## config.mk

```make
export PLATFORM = sky130hd
export DESIGN_NAME = lsw_top
export DESIGN_NICKNAME = d
export VERILOG_FILES = /design/src/lsw_pkg.sv /design/src/lsw_fifo_if.sv /design/src/lsw_fifo.sv /design/src/lsw_top.sv
export SDC_FILE = /design/constraint.sdc
export NUM_CORES = 1
export LEC_CHECK = 0
export BUFFER_PORTS_ARGS = -buffer_cell sky130_fd_sc_hd__buf_2
export CAP_MARGIN = 20
export CORE_MARGIN = 5
export CORE_UTILIZATION = 24
export CTS_CLUSTER_SIZE = 12
export DETAILED_ROUTE_END_ITERATION = 10
export GPL_TIMING_DRIVEN = 0
export HOLD_SLACK_MARGIN = 0.15
export PLACE_DENSITY = 0.43
export SLEW_MARGIN = 20
export SYNTH_ARGS = -nofsm -noshare
export SYNTH_HDL_FRONTEND = slang
export SYNTH_HIERARCHICAL = 1
export SYNTH_SLANG_ARGS = --single-unit
```

## constraint.sdc

```tcl
create_clock -name CLK_SYS -period 2.81 [get_ports CLK_SYS]
set_input_delay 0.1405 -clock CLK_SYS [delete_from_list [all_inputs] [get_ports CLK_SYS]]
set_output_delay 0.1405 -clock CLK_SYS [all_outputs]
set_load 0.01 [all_outputs]
```

## src/lsw_pkg.sv

```systemverilog
// shared constants and types of the lamp switch serial port and mode pin logic
package lsw_pkg;

  // ****************************************
  // clock and timing
  // ****************************************
  localparam int CLK_HZ = 20_000_000;
  localparam int CLK_MHZ = CLK_HZ / 1_000_000;
  localparam int SPI_FMAX_KHZ = 5000;
  localparam int WDOG_TIMEOUT_US = 32000;
  localparam int WDOG_CYCLES = WDOG_TIMEOUT_US * CLK_MHZ;
  localparam int WDOG_W = 24;
  localparam int SYNC_PULSE_NS = 1000;
  localparam int SYNC_PULSE_CYCLES = (SYNC_PULSE_NS * CLK_MHZ + 999) / 1000;
  localparam int SYNC_W = 6;
  localparam int REF_PERIOD_NS = 10000;
  localparam int REF_DIV_CYCLES = (REF_PERIOD_NS * CLK_MHZ) / 1000;
  localparam int REF_DIV_W = 8;
  localparam int PWM_BITS = 8;
  localparam int TICK_W = 15;

  // ****************************************
  // serial frame and buffer
  // ****************************************
  localparam int FRAME_BITS = 16;
  localparam int BITS_W = 5;
  localparam logic [4:0] FRAME_LEN = 5'h10;
  localparam int FIFO_WIDTH = 16;
  localparam int FIFO_DEPTH = 16;

  // ****************************************
  // command word layout
  // ****************************************
  localparam int CMD_ADDR_LSB = 12;
  localparam int CMD_DATA_W = 12;
  localparam logic [3:0] ADDR_DUTY_MAX = 4'h4;
  localparam logic [3:0] ADDR_CTRL = 4'h5;
  localparam logic [3:0] ADDR_FEEDBACK = 4'h6;
  localparam int DUTY_LSB = 0;
  localparam int PRESC_LSB = 8;
  localparam int PRESC_W = 3;
  localparam int CTRL_CH_EN_LSB = 0;
  localparam int CTRL_DIR_EN_LSB = 5;
  localparam int CTRL_EXT_BIT = 9;
  localparam int CTRL_SLEEP_BIT = 10;
  localparam int CTRL_EXTCLK_BIT = 11;
  localparam int FB_W = 4;
  localparam int FB_SEL_LSB = 0;
  localparam int FB_SYNC_BIT = 3;
  localparam logic [2:0] FB_TEMP = 3'h5;
  localparam logic [2:0] FB_VBAT = 3'h6;
  localparam logic [2:0] FB_OFF = 3'h7;

  // ****************************************
  // reset values
  // ****************************************
  localparam logic [7:0] DUTY_RST = 8'h00;
  localparam logic [2:0] PRESC_RST = 3'h0;
  localparam logic [11:0] CTRL_RST = 12'h000;
  localparam logic [3:0] FB_RST = 4'h7;
  localparam logic [6:0] STAT_PAD = 7'h00;

  // ****************************************
  // pin synchroniser lanes
  // ****************************************
  localparam int NUM_CH = 5;
  localparam int NUM_DIR = 4;
  localparam int PIN_SEL = 0;
  localparam int PIN_SCLK = 1;
  localparam int PIN_SI = 2;
  localparam int PIN_RSLP = 3;
  localparam int PIN_FAIL = 4;
  localparam int PIN_MODE = 5;
  localparam int PIN_DIR_LSB = 6;
  localparam int PIN_W = 10;
  localparam logic [9:0] PIN_RST = 10'h009;

  typedef enum logic [1:0] {
    LSW_SLEEP = 2'b00,
    LSW_NORMAL = 2'b01,
    LSW_FAIL = 2'b10
  } lsw_mode_type;

endpackage

```

## src/lsw_fifo_if.sv

```systemverilog
// carrier between the frame receiver and the command buffer
interface lsw_fifo_if #(parameter int WIDTH = 16);
  logic [WIDTH-1:0] wdata;
  logic wvalid;
  logic wready;
  logic [WIDTH-1:0] rdata;
  logic rvalid;
  logic rready;
  modport user (output wdata, output wvalid, input wready, input rdata, input rvalid, output rready);
  modport fifo (input wdata, input wvalid, output wready, output rdata, output rvalid, input rready);
endinterface

```

## src/lsw_fifo.sv

```systemverilog
// command word buffer with valid and ready on both sides
module lsw_fifo
  import lsw_pkg::*;
#(
  parameter int WIDTH = FIFO_WIDTH,
  parameter int DEPTH = FIFO_DEPTH
) (
  input wire logic clk,
  input wire logic rst_n,
  lsw_fifo_if.fifo bus
);
  localparam int AW = $clog2(DEPTH);
  logic [WIDTH-1:0] mem_q [DEPTH];
  logic [AW:0] wptr_q;
  logic [AW:0] rptr_q;
  wire empty = (wptr_q == rptr_q);
  wire full = (wptr_q[AW] != rptr_q[AW]) && (wptr_q[AW-1:0] == rptr_q[AW-1:0]);
  wire do_wr = bus.wvalid && !full;
  wire do_rd = bus.rready && !empty;

  assign bus.wready = !full;
  assign bus.rvalid = !empty;
  assign bus.rdata = mem_q[rptr_q[AW-1:0]];

  always_ff @(posedge clk) begin
    if (!rst_n) begin
      wptr_q <= '0;
      rptr_q <= '0;
    end else begin
      if (do_wr) wptr_q <= wptr_q + (AW+1)'(1);
      if (do_rd) rptr_q <= rptr_q + (AW+1)'(1);
    end
  end

  always_ff @(posedge clk) begin
    if (do_wr) mem_q[wptr_q[AW-1:0]] <= bus.wdata;
  end
endmodule

```

## src/lsw_top.sv

```systemverilog
// serial control port, mode pins and pwm front end of the lamp switch
// Notes on behaviour
// frames are exactly sixteen bits; host keeps serial clock at or below 5 MHz.
// serial clock and data are ignored while select_n is high.
// select_n low opens a transfer, its rising edge completes it.
// serial input is captured on each rising serial clock edge.
// serial output changes on each falling serial clock edge.
// serial output is released to high impedance while select_n is high.
// chained devices feed output into next input, last back to host.
// reset_sleep_n low clears configuration and puts the device to sleep.
// activity on any direct input wakes the device.
// in fail mode direct inputs switch their channels directly.
// in normal mode serial settings choose whether direct inputs act.
// fail request input forces fail mode.
// loss of serial traffic forces fail mode, direct control stays.
// the mode pin reports sleep state.
// an external pwm reference on the mode pin is divided by 256.
// open-drain sense sync tells the host when to convert feedback.
// feedback selector picks a channel current, temperature or battery.
// external switch drive is a plain logic level.
// each channel has an eight-bit duty and its own prescaler.
// serial port is a sixteen-bit shift register, sixteen-clock chain delay.
module lsw_top
  import lsw_pkg::*;
#(
  parameter int WDOG_CYCLES_P = WDOG_CYCLES
) (
  input wire logic CLK_SYS,
  input wire logic RST_N,
  input wire logic SELECT_N,
  input wire logic SCLK,
  input wire logic SI,
  output logic SO,
  output logic SO_OE_N,
  input wire logic RESET_SLEEP_N,
  input wire logic [NUM_DIR-1:0] DIRECT_INPUT,
  input wire logic FAIL_REQUEST,
  input wire logic MODE_PIN_I,
  output logic MODE_PIN_O,
  output logic MODE_PIN_OE_N,
  output logic SENSE_SYNC_N_O,
  output logic SENSE_SYNC_N_OE_N,
  output logic [2:0] ANALOG_FEEDBACK_SEL,
  output logic EXTERNAL_SWITCH_DRIVE,
  output logic [NUM_CH-1:0] POWER_CHANNEL,
  output logic FAIL_MODE,
  output logic SLEEP_MODE
);

  // ****************************************
  // pin synchronisers
  // ****************************************
  // a lane changes only once stages two and three agree, filtering single-cycle glitches
  function automatic logic [PIN_W-1:0] agree(input logic [PIN_W-1:0] a, input logic [PIN_W-1:0] b,
                                             input logic [PIN_W-1:0] q);
    agree = (a & b) | (q & (a | b));
  endfunction

  function automatic logic [7:0] ch_phase(input logic [TICK_W-1:0] c, input logic [PRESC_W-1:0] p);
    ch_phase = 8'(c >> p);
  endfunction

  logic [PIN_W-1:0] s1_q, s2_q, s3_q, pin_q, prev_q;
  wire [PIN_W-1:0] pin_raw = {DIRECT_INPUT, MODE_PIN_I, FAIL_REQUEST, RESET_SLEEP_N, SI, SCLK, SELECT_N};

  always_ff @(posedge CLK_SYS) begin
    if (!RST_N) begin
      s1_q <= PIN_RST;
      s2_q <= PIN_RST;
      s3_q <= PIN_RST;
      pin_q <= PIN_RST;
      prev_q <= PIN_RST;
    end else begin
      s1_q <= pin_raw;
      s2_q <= s1_q;
      s3_q <= s2_q;
      pin_q <= agree(s2_q, s3_q, pin_q);
      prev_q <= pin_q;
    end
  end

  wire sel_n = pin_q[PIN_SEL];
  wire sel_fall = prev_q[PIN_SEL] && !sel_n;
  wire sel_rise = !prev_q[PIN_SEL] && sel_n;
  wire sclk_rise = !sel_n && !prev_q[PIN_SCLK] && pin_q[PIN_SCLK];
  wire sclk_fall = !sel_n && prev_q[PIN_SCLK] && !pin_q[PIN_SCLK];
  wire si = pin_q[PIN_SI];
  wire rslp_n = pin_q[PIN_RSLP];
  wire fail_req = pin_q[PIN_FAIL];
  wire mode_rise = !prev_q[PIN_MODE] && pin_q[PIN_MODE];
  wire [NUM_DIR-1:0] dir_in = pin_q[PIN_DIR_LSB +: NUM_DIR];

  // ****************************************
  // serial shift register
  // ****************************************
  lsw_mode_type mode_q, mode_d;
  logic [FRAME_BITS-1:0] shreg_q;
  logic [BITS_W-1:0] bits_q;
  logic so_q, frame_bad_q;
  logic [NUM_CH-1:0] pwr_q;
  lsw_fifo_if #(.WIDTH(FIFO_WIDTH)) cmd_if ();

  wire [FRAME_BITS-1:0] status_word = {mode_q, !cmd_if.wready, frame_bad_q, pwr_q, STAT_PAD};
  wire frame_ok = sel_rise && (bits_q == FRAME_LEN);
  wire frame_drop = sel_rise && (bits_q != FRAME_LEN || !cmd_if.wready);

  always_ff @(posedge CLK_SYS) begin
    if (!RST_N) begin
      shreg_q <= '0;
      bits_q <= '0;
      so_q <= 1'b0;
    end else if (sel_fall) begin
      shreg_q <= status_word;
      bits_q <= '0;
      so_q <= status_word[FRAME_BITS-1];
    end else if (sclk_rise) begin
      shreg_q <= {shreg_q[FRAME_BITS-2:0], si};
      if (bits_q != 5'h1f) bits_q <= bits_q + 5'h01;
    end else if (sclk_fall) begin
      so_q <= shreg_q[FRAME_BITS-1];
    end
  end

  // the sticky error bit is cleared when it is loaded out, a new error in that cycle cannot occur
  always_ff @(posedge CLK_SYS) begin
    if (!RST_N) frame_bad_q <= 1'b0;
    else if (frame_drop) frame_bad_q <= 1'b1;
    else if (sel_fall) frame_bad_q <= 1'b0;
  end

  // release follows the synchronised select, so the output floats three to four cycles after the pin rises
  assign SO = so_q;
  assign SO_OE_N = sel_n;

  assign cmd_if.wdata = shreg_q;
  assign cmd_if.wvalid = frame_ok;

  lsw_fifo #(.WIDTH(FIFO_WIDTH), .DEPTH(FIFO_DEPTH)) u_fifo (
    .clk(CLK_SYS),
    .rst_n(RST_N),
    .bus(cmd_if.fifo)
  );

  // ****************************************
  // pwm reference and period
  // ****************************************
  logic [11:0] ctrl_q;
  logic [FB_W-1:0] fb_q;
  logic [7:0] duty_q [NUM_CH];
  logic [PRESC_W-1:0] presc_q [NUM_CH];
  logic [REF_DIV_W-1:0] ref_div_q;
  logic [TICK_W-1:0] tick_q;

  wire extclk_use = ctrl_q[CTRL_EXTCLK_BIT] && (mode_q == LSW_NORMAL);
  wire div_tick = (ref_div_q == REF_DIV_W'(REF_DIV_CYCLES - 1));
  wire ref_tick = extclk_use ? mode_rise : div_tick;
  wire period_start = ref_tick && (tick_q[PWM_BITS-1:0] == 8'hff);

  always_ff @(posedge CLK_SYS) begin
    if (!RST_N) begin
      ref_div_q <= '0;
      tick_q <= '0;
    end else begin
      ref_div_q <= div_tick ? '0 : ref_div_q + 8'h01;
      if (ref_tick) tick_q <= tick_q + 15'h0001;
    end
  end

  // ****************************************
  // command decode
  // ****************************************
  // words are applied only at a pwm period start, so the buffer really fills when the host writes fast
  assign cmd_if.rready = period_start && (mode_q != LSW_SLEEP);
  wire apply = cmd_if.rready && cmd_if.rvalid && (mode_q == LSW_NORMAL);
  wire [3:0] cmd_addr = cmd_if.rdata[FRAME_BITS-1:CMD_ADDR_LSB];
  wire [CMD_DATA_W-1:0] cmd_data = cmd_if.rdata[CMD_DATA_W-1:0];
  wire sleep_cmd = apply && (cmd_addr == ADDR_CTRL) && cmd_data[CTRL_SLEEP_BIT];

  always_ff @(posedge CLK_SYS) begin
    if (!RST_N || !rslp_n) begin
      for (int i = 0; i < NUM_CH; i++) begin
        duty_q[i] <= DUTY_RST;
        presc_q[i] <= PRESC_RST;
      end
      ctrl_q <= CTRL_RST;
      fb_q <= FB_RST;
    end else if (apply) begin
      if (cmd_addr <= ADDR_DUTY_MAX) begin
        duty_q[cmd_addr[2:0]] <= cmd_data[DUTY_LSB +: PWM_BITS];
        presc_q[cmd_addr[2:0]] <= cmd_data[PRESC_LSB +: PRESC_W];
      end else if (cmd_addr == ADDR_CTRL) begin
        ctrl_q <= cmd_data;
      end else if (cmd_addr == ADDR_FEEDBACK) begin
        fb_q <= cmd_data[FB_W-1:0];
      end
    end
  end

  // ****************************************
  // mode machine and watchdog
  // ****************************************
  logic [WDOG_W-1:0] wdog_q;
  wire wdog_expired = (wdog_q >= WDOG_W'(WDOG_CYCLES_P - 1));
  wire wake = (|dir_in) || sel_fall;

  always_comb begin
    mode_d = mode_q;
    unique case (mode_q)
      LSW_SLEEP: if (wake) mode_d = fail_req ? LSW_FAIL : LSW_NORMAL;
      LSW_NORMAL: begin
        if (fail_req || wdog_expired) mode_d = LSW_FAIL;
        else if (sleep_cmd) mode_d = LSW_SLEEP;
      end
      LSW_FAIL: if (!fail_req && frame_ok) mode_d = LSW_NORMAL;
      default: mode_d = LSW_SLEEP;
    endcase
    if (!rslp_n) mode_d = LSW_SLEEP;
  end

  always_ff @(posedge CLK_SYS) begin
    if (!RST_N) begin
      mode_q <= LSW_SLEEP;
      wdog_q <= '0;
    end else begin
      mode_q <= mode_d;
      if (frame_ok || mode_q != LSW_NORMAL) wdog_q <= '0;
      else if (!wdog_expired) wdog_q <= wdog_q + 24'h000001;
    end
  end

  // ****************************************
  // channel drive
  // ****************************************
  logic [NUM_CH-1:0] pwr_d;
  logic ext_q, mode_o_q, mode_oe_n_q;
  logic [2:0] fb_sel_q;
  wire [NUM_CH-1:0] ch_en = ctrl_q[CTRL_CH_EN_LSB +: NUM_CH];
  wire [NUM_DIR-1:0] dir_en = ctrl_q[CTRL_DIR_EN_LSB +: NUM_DIR];

  always_comb begin
    pwr_d = '0;
    for (int i = 0; i < NUM_CH; i++) begin
      if (mode_q == LSW_NORMAL) begin
        pwr_d[i] = ch_en[i] && (ch_phase(tick_q, presc_q[i]) < duty_q[i]);
        if (i < NUM_DIR) pwr_d[i] = pwr_d[i] || (dir_en[i] && dir_in[i]);
      end else if (mode_q == LSW_FAIL && i < NUM_DIR) begin
        pwr_d[i] = dir_in[i];
      end
    end
  end

  always_ff @(posedge CLK_SYS) begin
    if (!RST_N) begin
      pwr_q <= '0;
      ext_q <= 1'b0;
      fb_sel_q <= FB_OFF;
      mode_o_q <= 1'b0;
      mode_oe_n_q <= 1'b0;
    end else begin
      pwr_q <= pwr_d;
      ext_q <= ctrl_q[CTRL_EXT_BIT] && (mode_q == LSW_NORMAL);
      fb_sel_q <= (mode_q == LSW_SLEEP) ? FB_OFF : fb_q[FB_SEL_LSB +: 3];
      mode_o_q <= (mode_q != LSW_SLEEP);
      mode_oe_n_q <= extclk_use;
    end
  end

  assign POWER_CHANNEL = pwr_q;
  assign EXTERNAL_SWITCH_DRIVE = ext_q;
  assign ANALOG_FEEDBACK_SEL = fb_sel_q;
  assign MODE_PIN_O = mode_o_q;
  assign MODE_PIN_OE_N = mode_oe_n_q;
  assign FAIL_MODE = (mode_q == LSW_FAIL);
  assign SLEEP_MODE = (mode_q == LSW_SLEEP);

  // ****************************************
  // sense sync
  // ****************************************
  // the pulse sits mid on-time of the chosen channel, where its current has settled
  logic [SYNC_W-1:0] sync_q;
  wire [2:0] fb_sel = fb_q[FB_SEL_LSB +: 3];
  wire [2:0] sync_ch = (fb_sel < 3'(NUM_CH)) ? fb_sel : 3'h0;
  wire ch_mid = (fb_sel < 3'(NUM_CH)) && (duty_q[sync_ch] != 8'h00) &&
                (ch_phase(tick_q, presc_q[sync_ch]) == {1'b0, duty_q[sync_ch][7:1]});
  wire aux_mid = (fb_sel == FB_TEMP || fb_sel == FB_VBAT) && (tick_q[PWM_BITS-1:0] == 8'h00);
  wire sync_go = fb_q[FB_SYNC_BIT] && (mode_q == LSW_NORMAL) && ref_tick && (ch_mid || aux_mid);

  always_ff @(posedge CLK_SYS) begin
    if (!RST_N) sync_q <= '0;
    else if (sync_go) sync_q <= SYNC_W'(SYNC_PULSE_CYCLES);
    else if (sync_q != '0) sync_q <= sync_q - 6'h01;
  end

  assign SENSE_SYNC_N_O = 1'b0;
  assign SENSE_SYNC_N_OE_N = (sync_q == '0);
endmodule

```

==> results by stage, run 1 <==
Run status:
- The flow ran to the end, but the final reports show violations.
- The checks that failed: setup timing.

Worst setup path:
- The worst-path cell with the longest stage delay is mux4_2.
- On the worst path, the slowest cell contributes a delay of 0.52 ns.
- The minimum setup slack among reg-to-reg paths is -0.18 ns.
- The cell that appears most often on the critical path is buf_6.
- For the worst setup path, the data arrival time is 3.44 ns.
- The top cell family by delay on the critical path is multiplexers.
- The setup path with the least slack is of type reg2reg.
- The number of buffer and inverter instances along the worst setup path is 6.
- The signal on the critical path passes through buf_12 -> buf_12 -> mux4_2 -> mux4_2 -> nor2b_4 -> nand4_1 -> buf_6 -> buf_6 -> nor2_4 -> buf_6 -> buf_6 -> mux2i_1 -> nor2_1.
- The startpoint class of the critical path is a flip-flop.
- STA classifies the critical path endpoint as a flip-flop.
- Of all nets on the critical path, the largest fanout is 7.
- At the worst endpoint, the required time is 3.27 ns.

Yosys:
- The synthesized netlist devotes 7.42% of its cell area to compound gates.
- The number of distinct library cells after synthesis is 90.
- The top cell type by area accounts for 41.2% of the synthesized area.
- Summing the sequential cell areas from Yosys gives 55.4% of the chip area.
- The share of synthesized flip-flops with an asynchronous set or reset is 0%.
- The number of nets in the synthesized netlist is 1791.
- A synthesized cell averages 13.1 um^2.
- The flop and latch count out of synthesis is 472.
- Of the post-synthesis cell area, the part taken by muxes is 16.7%.
- The warning count from the yosys run is 6.
- The cell taking the most area after synthesis is edfxtp_1.
- The prevailing post-synth register cell is edfxtp_1.
- The adder-cell area share of the yosys netlist is 2.65%.
- Yosys mapped a number of flops with a built-in enable equal to 311.
- The post-synthesis instance total is 1731.
- By area the synthesized netlist is led by edfxtp_1, dfxtp_1, mux4_2, mux4_1, and2_1.
- The post-synthesis cell area is 22700 um^2.
- The largest family of logic cells by synthesized area is multiplexers.
- After Yosys synthesis, XOR and XNOR cells account for 2.16% of the synthesized area.
- The simple-gate portion of the synthesized area is 11.8%.

GRT:
- Global routing finished with a remaining overflow of 0.
- Entering global routing, the biggest net connects 19 pins.
- The global-route usage over all layers is 13.1%.
- The initial antenna violation count is 6.
- The first global-routing pass estimated 98900 um of wire.
- The via count of the first global-routing pass came to 14800.

Route:
- The routed via count divided by cell count is 4.60.
- The routed layout has 14800 vias.
- The number of nets with antenna violations after detailed routing is 0.
- The total wirelength of the detailed-routed design is 67300 um.
- After detailed routing, the number of remaining DRC violations is 0.
- The number of detailed-routing iterations run before antenna repair is 5.
- The per-cell routed wire length is 20.9 um.
- The DRC marker count from the first detailed-route iteration is 923.

Floorplan:
- The die extent in x is 317 um.
- The number of placed I/O pins is 29.
- After floorplanning, the core was divided into 112 placement rows.
- The core region area is 93500 um^2.
- The area of the die is 101000 um^2.
- The vertical die dimension is 317 um.
- The initial core utilization is 24.2%.

CTS:
- The maximum level of the CTS H-tree is 2.
- The total clock sinks is 472.
- The clock tree from TritonCTS is done.
- The cell sitting at the root of the clock tree is a clkbuf_16.
- Clock tree synthesis inserted a total of 51 buffers.
- The clock passes through at most 3 buffers.
- For the worst-skew pair, the clock arrives at the later sink with an insertion delay of 0.60 ns.
- After clock tree synthesis, the clock-pin slew on the worst setup and hold paths is 0.07 ns.

Layout:
- The area occupied by multi-input gates is 9850 um^2.
- Leaving out fill and tap cells, the most frequent cell in the layout is edfxtp_1.
- The library cells used most frequently in the layout, excluding fill and tap cells, are edfxtp_1, dfxtp_1, nand2_1.
- The fraction of layout cells with a size suffix above 1 is 26.1%.
- The total of fill cells in the finished design is 9375.
- The final standard cell count with taps included and fillers excluded is 3224.
- The layout-stage area growth over the synthesis result is 24.3%.
- For this run, the post-layout net count is 1987.
- The sequential cells in the finished layout cover a total of 12600 um^2.

Timing:
- The number of hold-slack violations in the final timing report is 0.
- The post-layout worst setup margin is -0.176 ns.
- The part of the cycle the worst path needs is 106%.
- For the finished layout, the period the worst path requires is 2.99 ns.
- Setup repair after global routing could not meet its margin everywhere.
- The actual slew at the worst max-slew pin is 0.884 ns.
- Setup violations remaining at the end of the flow were counted as 116.
- The count of pins over their slew limit is 0.
- Setup total negative slack on the finished layout was measured at -12.45 ns.
- The setup skew after layout is 0.0178 ns.
- The worst pin sits at a relative slew slack of 40.8%.
- Hold timing on the final database bottoms out at a slack of 0.273 ns.
- Static timing analysis puts the maximum clock frequency at 335 MHz.

Flow run:
- The number of max-cap violations is 0.

Hold path:
- The startpoint identified for the worst hold timing path is RESET_SLEEP_N.
- The type of the worst min-delay path is in2reg.

Placement:
- Prior to clock tree synthesis, the placed netlist has a worst setup slack of -1.40 ns.
- The count of buffers added on input and output ports is 27.
- The final weighted congestion of routability-driven global placement is 0.839.
- Detailed placement finished with a half-perimeter wire length of 46200 um.
- The post-placement cell count is 3014.

Pwr:
- The leakage power is 9.60 nW.
- The power density over the cells is 508 nW/um^2.
- The total chip power is 14.3 mW.
- Across the VDD grid, the largest voltage drop is 433 uV.
## kinds of logic (layout without fill, tap and decap cells)
kind of cell	after synthesis	after routing
AO/OA/AOI/OAI	246	246
buffers and inverters	186	419
AND/OR/NAND/NOR	519	523
flip-flops	472	472
other	1	3
XOR/XNOR	56	56
adder cells (fa/ha/maj)	48	48
multiplexers	203	203
## synth_stat cells (12+ instances only)
library cell	instances
edfxtp_1	311
dfxtp_1	161
nand2_1	141
and2_1	102
nor2_1	96
mux4_2	91
clkbuf_1	71
o21ai_0	70
inv_1	69
mux2i_1	61
a21oi_1	52
ha_1	48
mux4_1	36
nand3_1	34
and3_1	32
xnor2_1	28
xor2_1	28
a21boi_0	25
nand2b_1	24
nand4_1	16
o211ai_1	16
a22oi_1	15
nor2b_1	15
nor3_1	15
mux2_2	13
buf_1	12
buf_6	12
## tightest hold or removal path, stage by stage
cell	delay, ns
dlygate4sd3_1	0.52
buf_2	0.09
nand2b_1	0.08
## flip-flops by register name, indices dropped and copies added, names as in the netlist, 2 cells and up, named ones only
name / flops
bits_q: 5
u_fifo/mem_q: 256
u_fifo/wptr_q: 5
cmd_if.wdata: 16
mode_q: 2
prev_q: 3
ref_div_q: 8
s1_q: 10
u_fifo/rptr_q: 5
tick_q: 15
duty_q: 40
s2_q: 10
sync_q: 6
ctrl_q: 11
fb_q: 4
s3_q: 10
pin_q: 10
presc_q: 15
wdog_q: 24
POWER_CHANNEL: 5
ANALOG_FEEDBACK_SEL: 3
## area by class of cell
class                   count  area share, %
well taps                1254           5.57
inverters                  70          0.932
flip-flops and latches    472           44.6
multi-input cells        1077           35.0
clock inverters            18          0.520
plain buffers             105           3.09
repair buffers            150           5.12
clock buffers              76           5.15
diodes                      2         0.0178
## final timing paths
path,endpoint,cells past startpoint
setup / recovery,ctrl_q[11]$_SDFFE_PN0P_,13
hold / removal,s1_q[3]$_SDFF_PN1_,3
setup reg to reg,ctrl_q[11]$_SDFFE_PN0P_,13
hold reg to reg,s2_q[0]$_SDFF_PN1_,1
## through the flow
step / util (%) / area (um^2)
after floorplan: - / 22700
after global placement: 26.1 / 24400
after detailed placement: 26.1 / 24400
after CTS: 29.7 / 27800
after global routing: 30.1 / 28200
final: 30.1 / 28200
## per-layer routing
metal	share of wire (%)	track usage [%]	routed length, um
met5	0.039	0	26
met4	2.5	3.63	1680
met3	4.1	1.97	2760
met1	44	17.5	29800
met2	49	22.4	33100
## report_power, final
part / internal (mW) / switching, mW / total [mW]
Combinational: 0.185 / 0.247 / 0.432
Clock: 3.67 / 2.82 / 6.49
Sequential: 7.37 / 0.0377 / 7.41
## repair_timing
| item | 4_1_cts | 5_1_grt |
|---|---|---|
| resized for setup | 238 | 87 |
| endpoints found under the setup margin | 397 | 218 |
| hold buffers | 11 | 0 |
| pin swaps | 36 | 36 |
| setup buffers | 80 | 26 |
| hold endpoints to repair | 17 | 0 |
| cloned | 7 | 2 |
No activity file was read; power rests on OpenSTA's default activity.
==> run 2, diff against run 1 <==
CELL_PAD_IN_SITES_DETAIL_PLACEMENT = 0   (was default)
CELL_PAD_IN_SITES_GLOBAL_PLACEMENT = 1   (was default)
CORE_UTILIZATION = 40   (was 24)
PLACE_DENSITY = 0.7   (was 0.43)
SETUP_SLACK_MARGIN = 0.02   (was default)
==> run 2 against run 1 <==
Net effect: the run still ends with setup timing left; non-clock buffer count is 10 lower; clock power is 4.3% lower; critical path depth is 3 lower; critical path type unchanged; design area is 2.7% lower; via count is 0.10% higher; sequential share of layout area is 1.3 points higher; total power is 2.1% lower; worst setup slack better by 0.066 ns; clock skew is 0.018 ns higher; highest routed layer is now met4; register-to-register slack better by 0.07 ns.
==> results by stage, run 2 (synthesized netlist as in run 1, its figures left out) <==
Worst setup path:
- The worst setup path is launched from a flip-flop.
- The required arrival time at the worst endpoint is 3.09 ns (-0.18 ns).
- On the critical path, the stage with the largest delay is an instance of mux4_2.
- Walking the worst path, the cells encountered are buf_12 -> buf_12 -> buf_12 -> mux4_2 -> mux4_2 -> nor2_1 -> nand4_1 -> buf_6 -> nor2_4 -> or2_4.
- The number of buffer and inverter instances along the worst setup path is 4 (-2).
- By instance count, the cell type seen most on the critical path is buf_12.
- The worst setup path is captured at a flip-flop.
- Among cell families on the critical path, the largest total delay comes from multiplexers.
- The highest fanout seen on the critical path was 8 (+1).
- The biggest cell delay along the critical path was 0.56 ns (+0.04 ns).
- The data arrival at the endpoint of the critical path is 3.20 ns (-0.24 ns).
- The worst setup path category is reg2reg.

Pwr:
- The net switching power was 2.95 mW (-5.0%).
- The total chip power was 14.0 mW (-2.1%).
- The leakage power came to 9.48 nW (-1.2%).
- The power density over the cells was 512 nW/um^2 (+0.66%).
- The cell-internal power is 11.1 mW (-1.3%).
- The fraction of power spent switching nets came to 21.0% (-0.64 points).
- The clock network fraction of total power is 44.3% (-1.0 points).
- The worst-case vdd ir drop came to 648 uV (+50%).
- The combinational share of power is 3.0% (about the same).
- The proportion of power drawn by flip-flops and latches was 52.8% (+1.1 points).

Timing:
- The setup skew after layout is 0.0353 ns (+0.0175 ns).
- Setup repair after global routing could not meet its margin everywhere.
- The part of the cycle the worst path needs was 104% (-2.4 points).
- The worst max-slew margin expressed relative to the limit is 35.4% (-5.4 points).
- The actual slew at the worst max-slew pin was 0.968 ns (+0.0839 ns).
- The count of pins over their slew limit came to 0 (unchanged).
- The count of endpoints failing setup in the final report is 78 (-33%).
- The shortest clock period the worst path allows after layout is 2.92 ns (-0.0662 ns).
- The number of hold-slack violations in the final timing report was 0 (unchanged).
- The post-layout worst setup margin is -0.110 ns (+0.0662 ns).
- The highest clock frequency the design can meet is 342 MHz (+2.3%).

CTS:
- The CTS root buffer is clkbuf_16.
- The maximum buffer depth of the clock tree is 3 (unchanged).
- The total clock sinks was 472 (unchanged).
- The number of buffers created by CTS was 50 (-2.0%).
- The clock insertion delay at the later pin of the skew report is 0.60 ns (about the same).
- TritonCTS built the clock tree.
- The maximum level of the CTS H-tree is 2 (unchanged).
- The CTS clock-pin slew for the worst setup and hold paths is 0.06 ns (about the same).

Layout:
- The number of nets at the end of the flow was 1977 (-0.50%).
- From synthesis to final layout, the design area changed by 20.9%.
- The library cells used most frequently in the layout, excluding fill and tap cells, are edfxtp_1, dfxtp_1, nand2_1.
- The library cell used most frequently in the layout, excluding fill and tap cells, is edfxtp_1.
- The fraction of layout cells with a size suffix above 1 is 26.5% (+0.42 points).
- The total of fill cells in the finished design is 4921 (-48%).
- The final standard cell count with taps included and fillers excluded is 2708 (-16%).
- The final antenna diode count is 0 (-2).
- The fraction of the core area covered by cells at the end of the flow is 48.7% (+19 points).
- The flip-flop count of the largest register, all copies and words added is 256 (unchanged).
- The cell area after layout is 27400 um^2 (-2.7%).

Route:
- The number of nets with antenna violations after detailed routing is 0 (unchanged).
- The number of detailed-routing iterations run before antenna repair is 6 (+1).
- The routed via count divided by cell count is 5.48 (+19%).
- The routed via count was 14800 (+0.10%).
- The remaining design rule violation count is 0 (unchanged).
- The per-cell routed wire length was 22.5 um (+7.8%).
- The total wirelength of the detailed-routed design is 61000 um (-9.4%).
- The DRC marker count from the first detailed-route iteration is 1198 (+30%).

Hold path:
- The type of the worst min-delay path is in2reg.

Placement:
- The quantity of I/O buffers inserted on ports came to 27 (unchanged).
- The total half-perimeter wirelength after legalization and detailed placement came to 41000 um (-11%).
- The post-placement cell count is 2515 (-17%).
- The final weighted congestion of routability-driven global placement is 0.890 (+6.0%).
- The total placed instance area is 23800 um^2 (-2.6%).
- The post-place setup slack is -1.23 ns (+0.172 ns).

Floorplan:
- The number of placed I/O pins is 29 (unchanged).
- The area of the die came to 61500 um^2 (-39%).
- The core region area is 56300 um^2 (-40%).
- The die extent in x came to 248 um (-22%).
- The vertical die dimension is 248 um (-22%).
- The number of standard-cell rows in the floorplan is 87 (-22%).
- The initial core utilization came to 40.3% (+16 points).

Run status:
- The run finished, with violations left.
- The final reports fail on setup timing.

GRT:
- The pin count of the biggest net entering global routing was 19 (unchanged).
- The global-route wire length before repair came to 90200 um (-8.8%).
- The via count of the first global-routing pass is 14400 (-2.9%).
- The initial antenna violation count was 1 (-5).
- The global-route usage over all layers is 19.4% (+6.3 points).
- The leftover overflow at the end of global routing came to 0 (unchanged).

Flow run:
- The number of max-cap violations was 0 (unchanged).
[run 2: cell count changes in the layout (fill, tap and decap cells not counted), moves of 5 or more]
cell / before / now
buf_8: 3 / 10
and2_4: 2 / 19
o21ai_1: 7 / 15
buf_4: 84 / 78
and2_1: 101 / 83
buf_6: 37 / 28
o21ai_0: 54 / 49
[run 2: final cells by class]
type / count / area (um^2) / area share [%]
Tap cell: 756 / 946 / 3.45
Multi-Input combinational cell: 1078 / 9850 / 35.9
Buffer: 104 / 835 / 3.04
Timing Repair Buffer: 141 / 1390 / 5.08
Clock inverter: 17 / 166 / 0.607
Clock buffer: 70 / 1380 / 5.03
Inverter: 70 / 263 / 0.959
Sequential cell: 472 / 12600 / 45.9
[run 2: timing repair]
item                       4_1_cts  5_1_grt
buffers inserted                64       32
gates resized for setup        216      133
hold endpoints to repair        21        0
setup endpoints to repair      399      392
pin swaps                       28       40
hold buffers                    11        0
gates cloned                     9        4
[run 2: layer usage]
layer | global-route usage [%] | vias up | routed length [um] | part of all wire [%]
met2 | 32.5 | 390 | 29900 | 49
met3 | 3.25 | 102 | 3060 | 5.0
li1 | - | 6850 | - | -
met1 | 26.3 | 7495 | 26200 | 43
met4 | 5.71 | 0 | 1840 | 3.0
met5 | 0 | - | 0 | 0
[run 2: final timing paths]
path / from / endpoint / slack, ns / cells after the start
worst max-delay path: flip-flop / duty_q[3][0]$_SDFFCE_PN0P_ / -0.11 / 10
worst min-delay path: SELECT_N / s1_q[0]$_SDFF_PN1_ / 0.28 / 3
worst max register to register: flip-flop / duty_q[3][0]$_SDFFCE_PN0P_ / -0.11 / 10
worst min register to register: s1_q[0]$_SDFF_PN1_ / s2_q[0]$_SDFF_PN1_ / 0.41 / 1
[run 2: power groups by stage]
stage	Sequential [mW]	Clock [mW]	Combinational [mW]
2_1_floorplan	7.54	0	0.241
3_3_place_gp	7.55	0	0.335
3_5_place_dp	7.55	0	0.338
4_1_cts	7.41	6.36	0.394
5_1_grt	7.41	6.64	0.453
6_report	7.41	6.21	0.414
[run 2: per-stage QoR]
stage               hold WS (ns)  setup TNS, ns
finish                     0.277          -4.53
floorplan                  0.242              0
detailed placement         0.331        -246.39
global placement           0.320        -243.66
global route               0.272         -15.88
CTS                        0.243          -8.13
[run 2: worst min-delay path: cells and delay by family]
| kind | cells | cell delay [ns] |
|---|---|---|
| buffers and inverters | 2 | 0.62 |
| AND/OR/NAND/NOR | 1 | 0.08 |
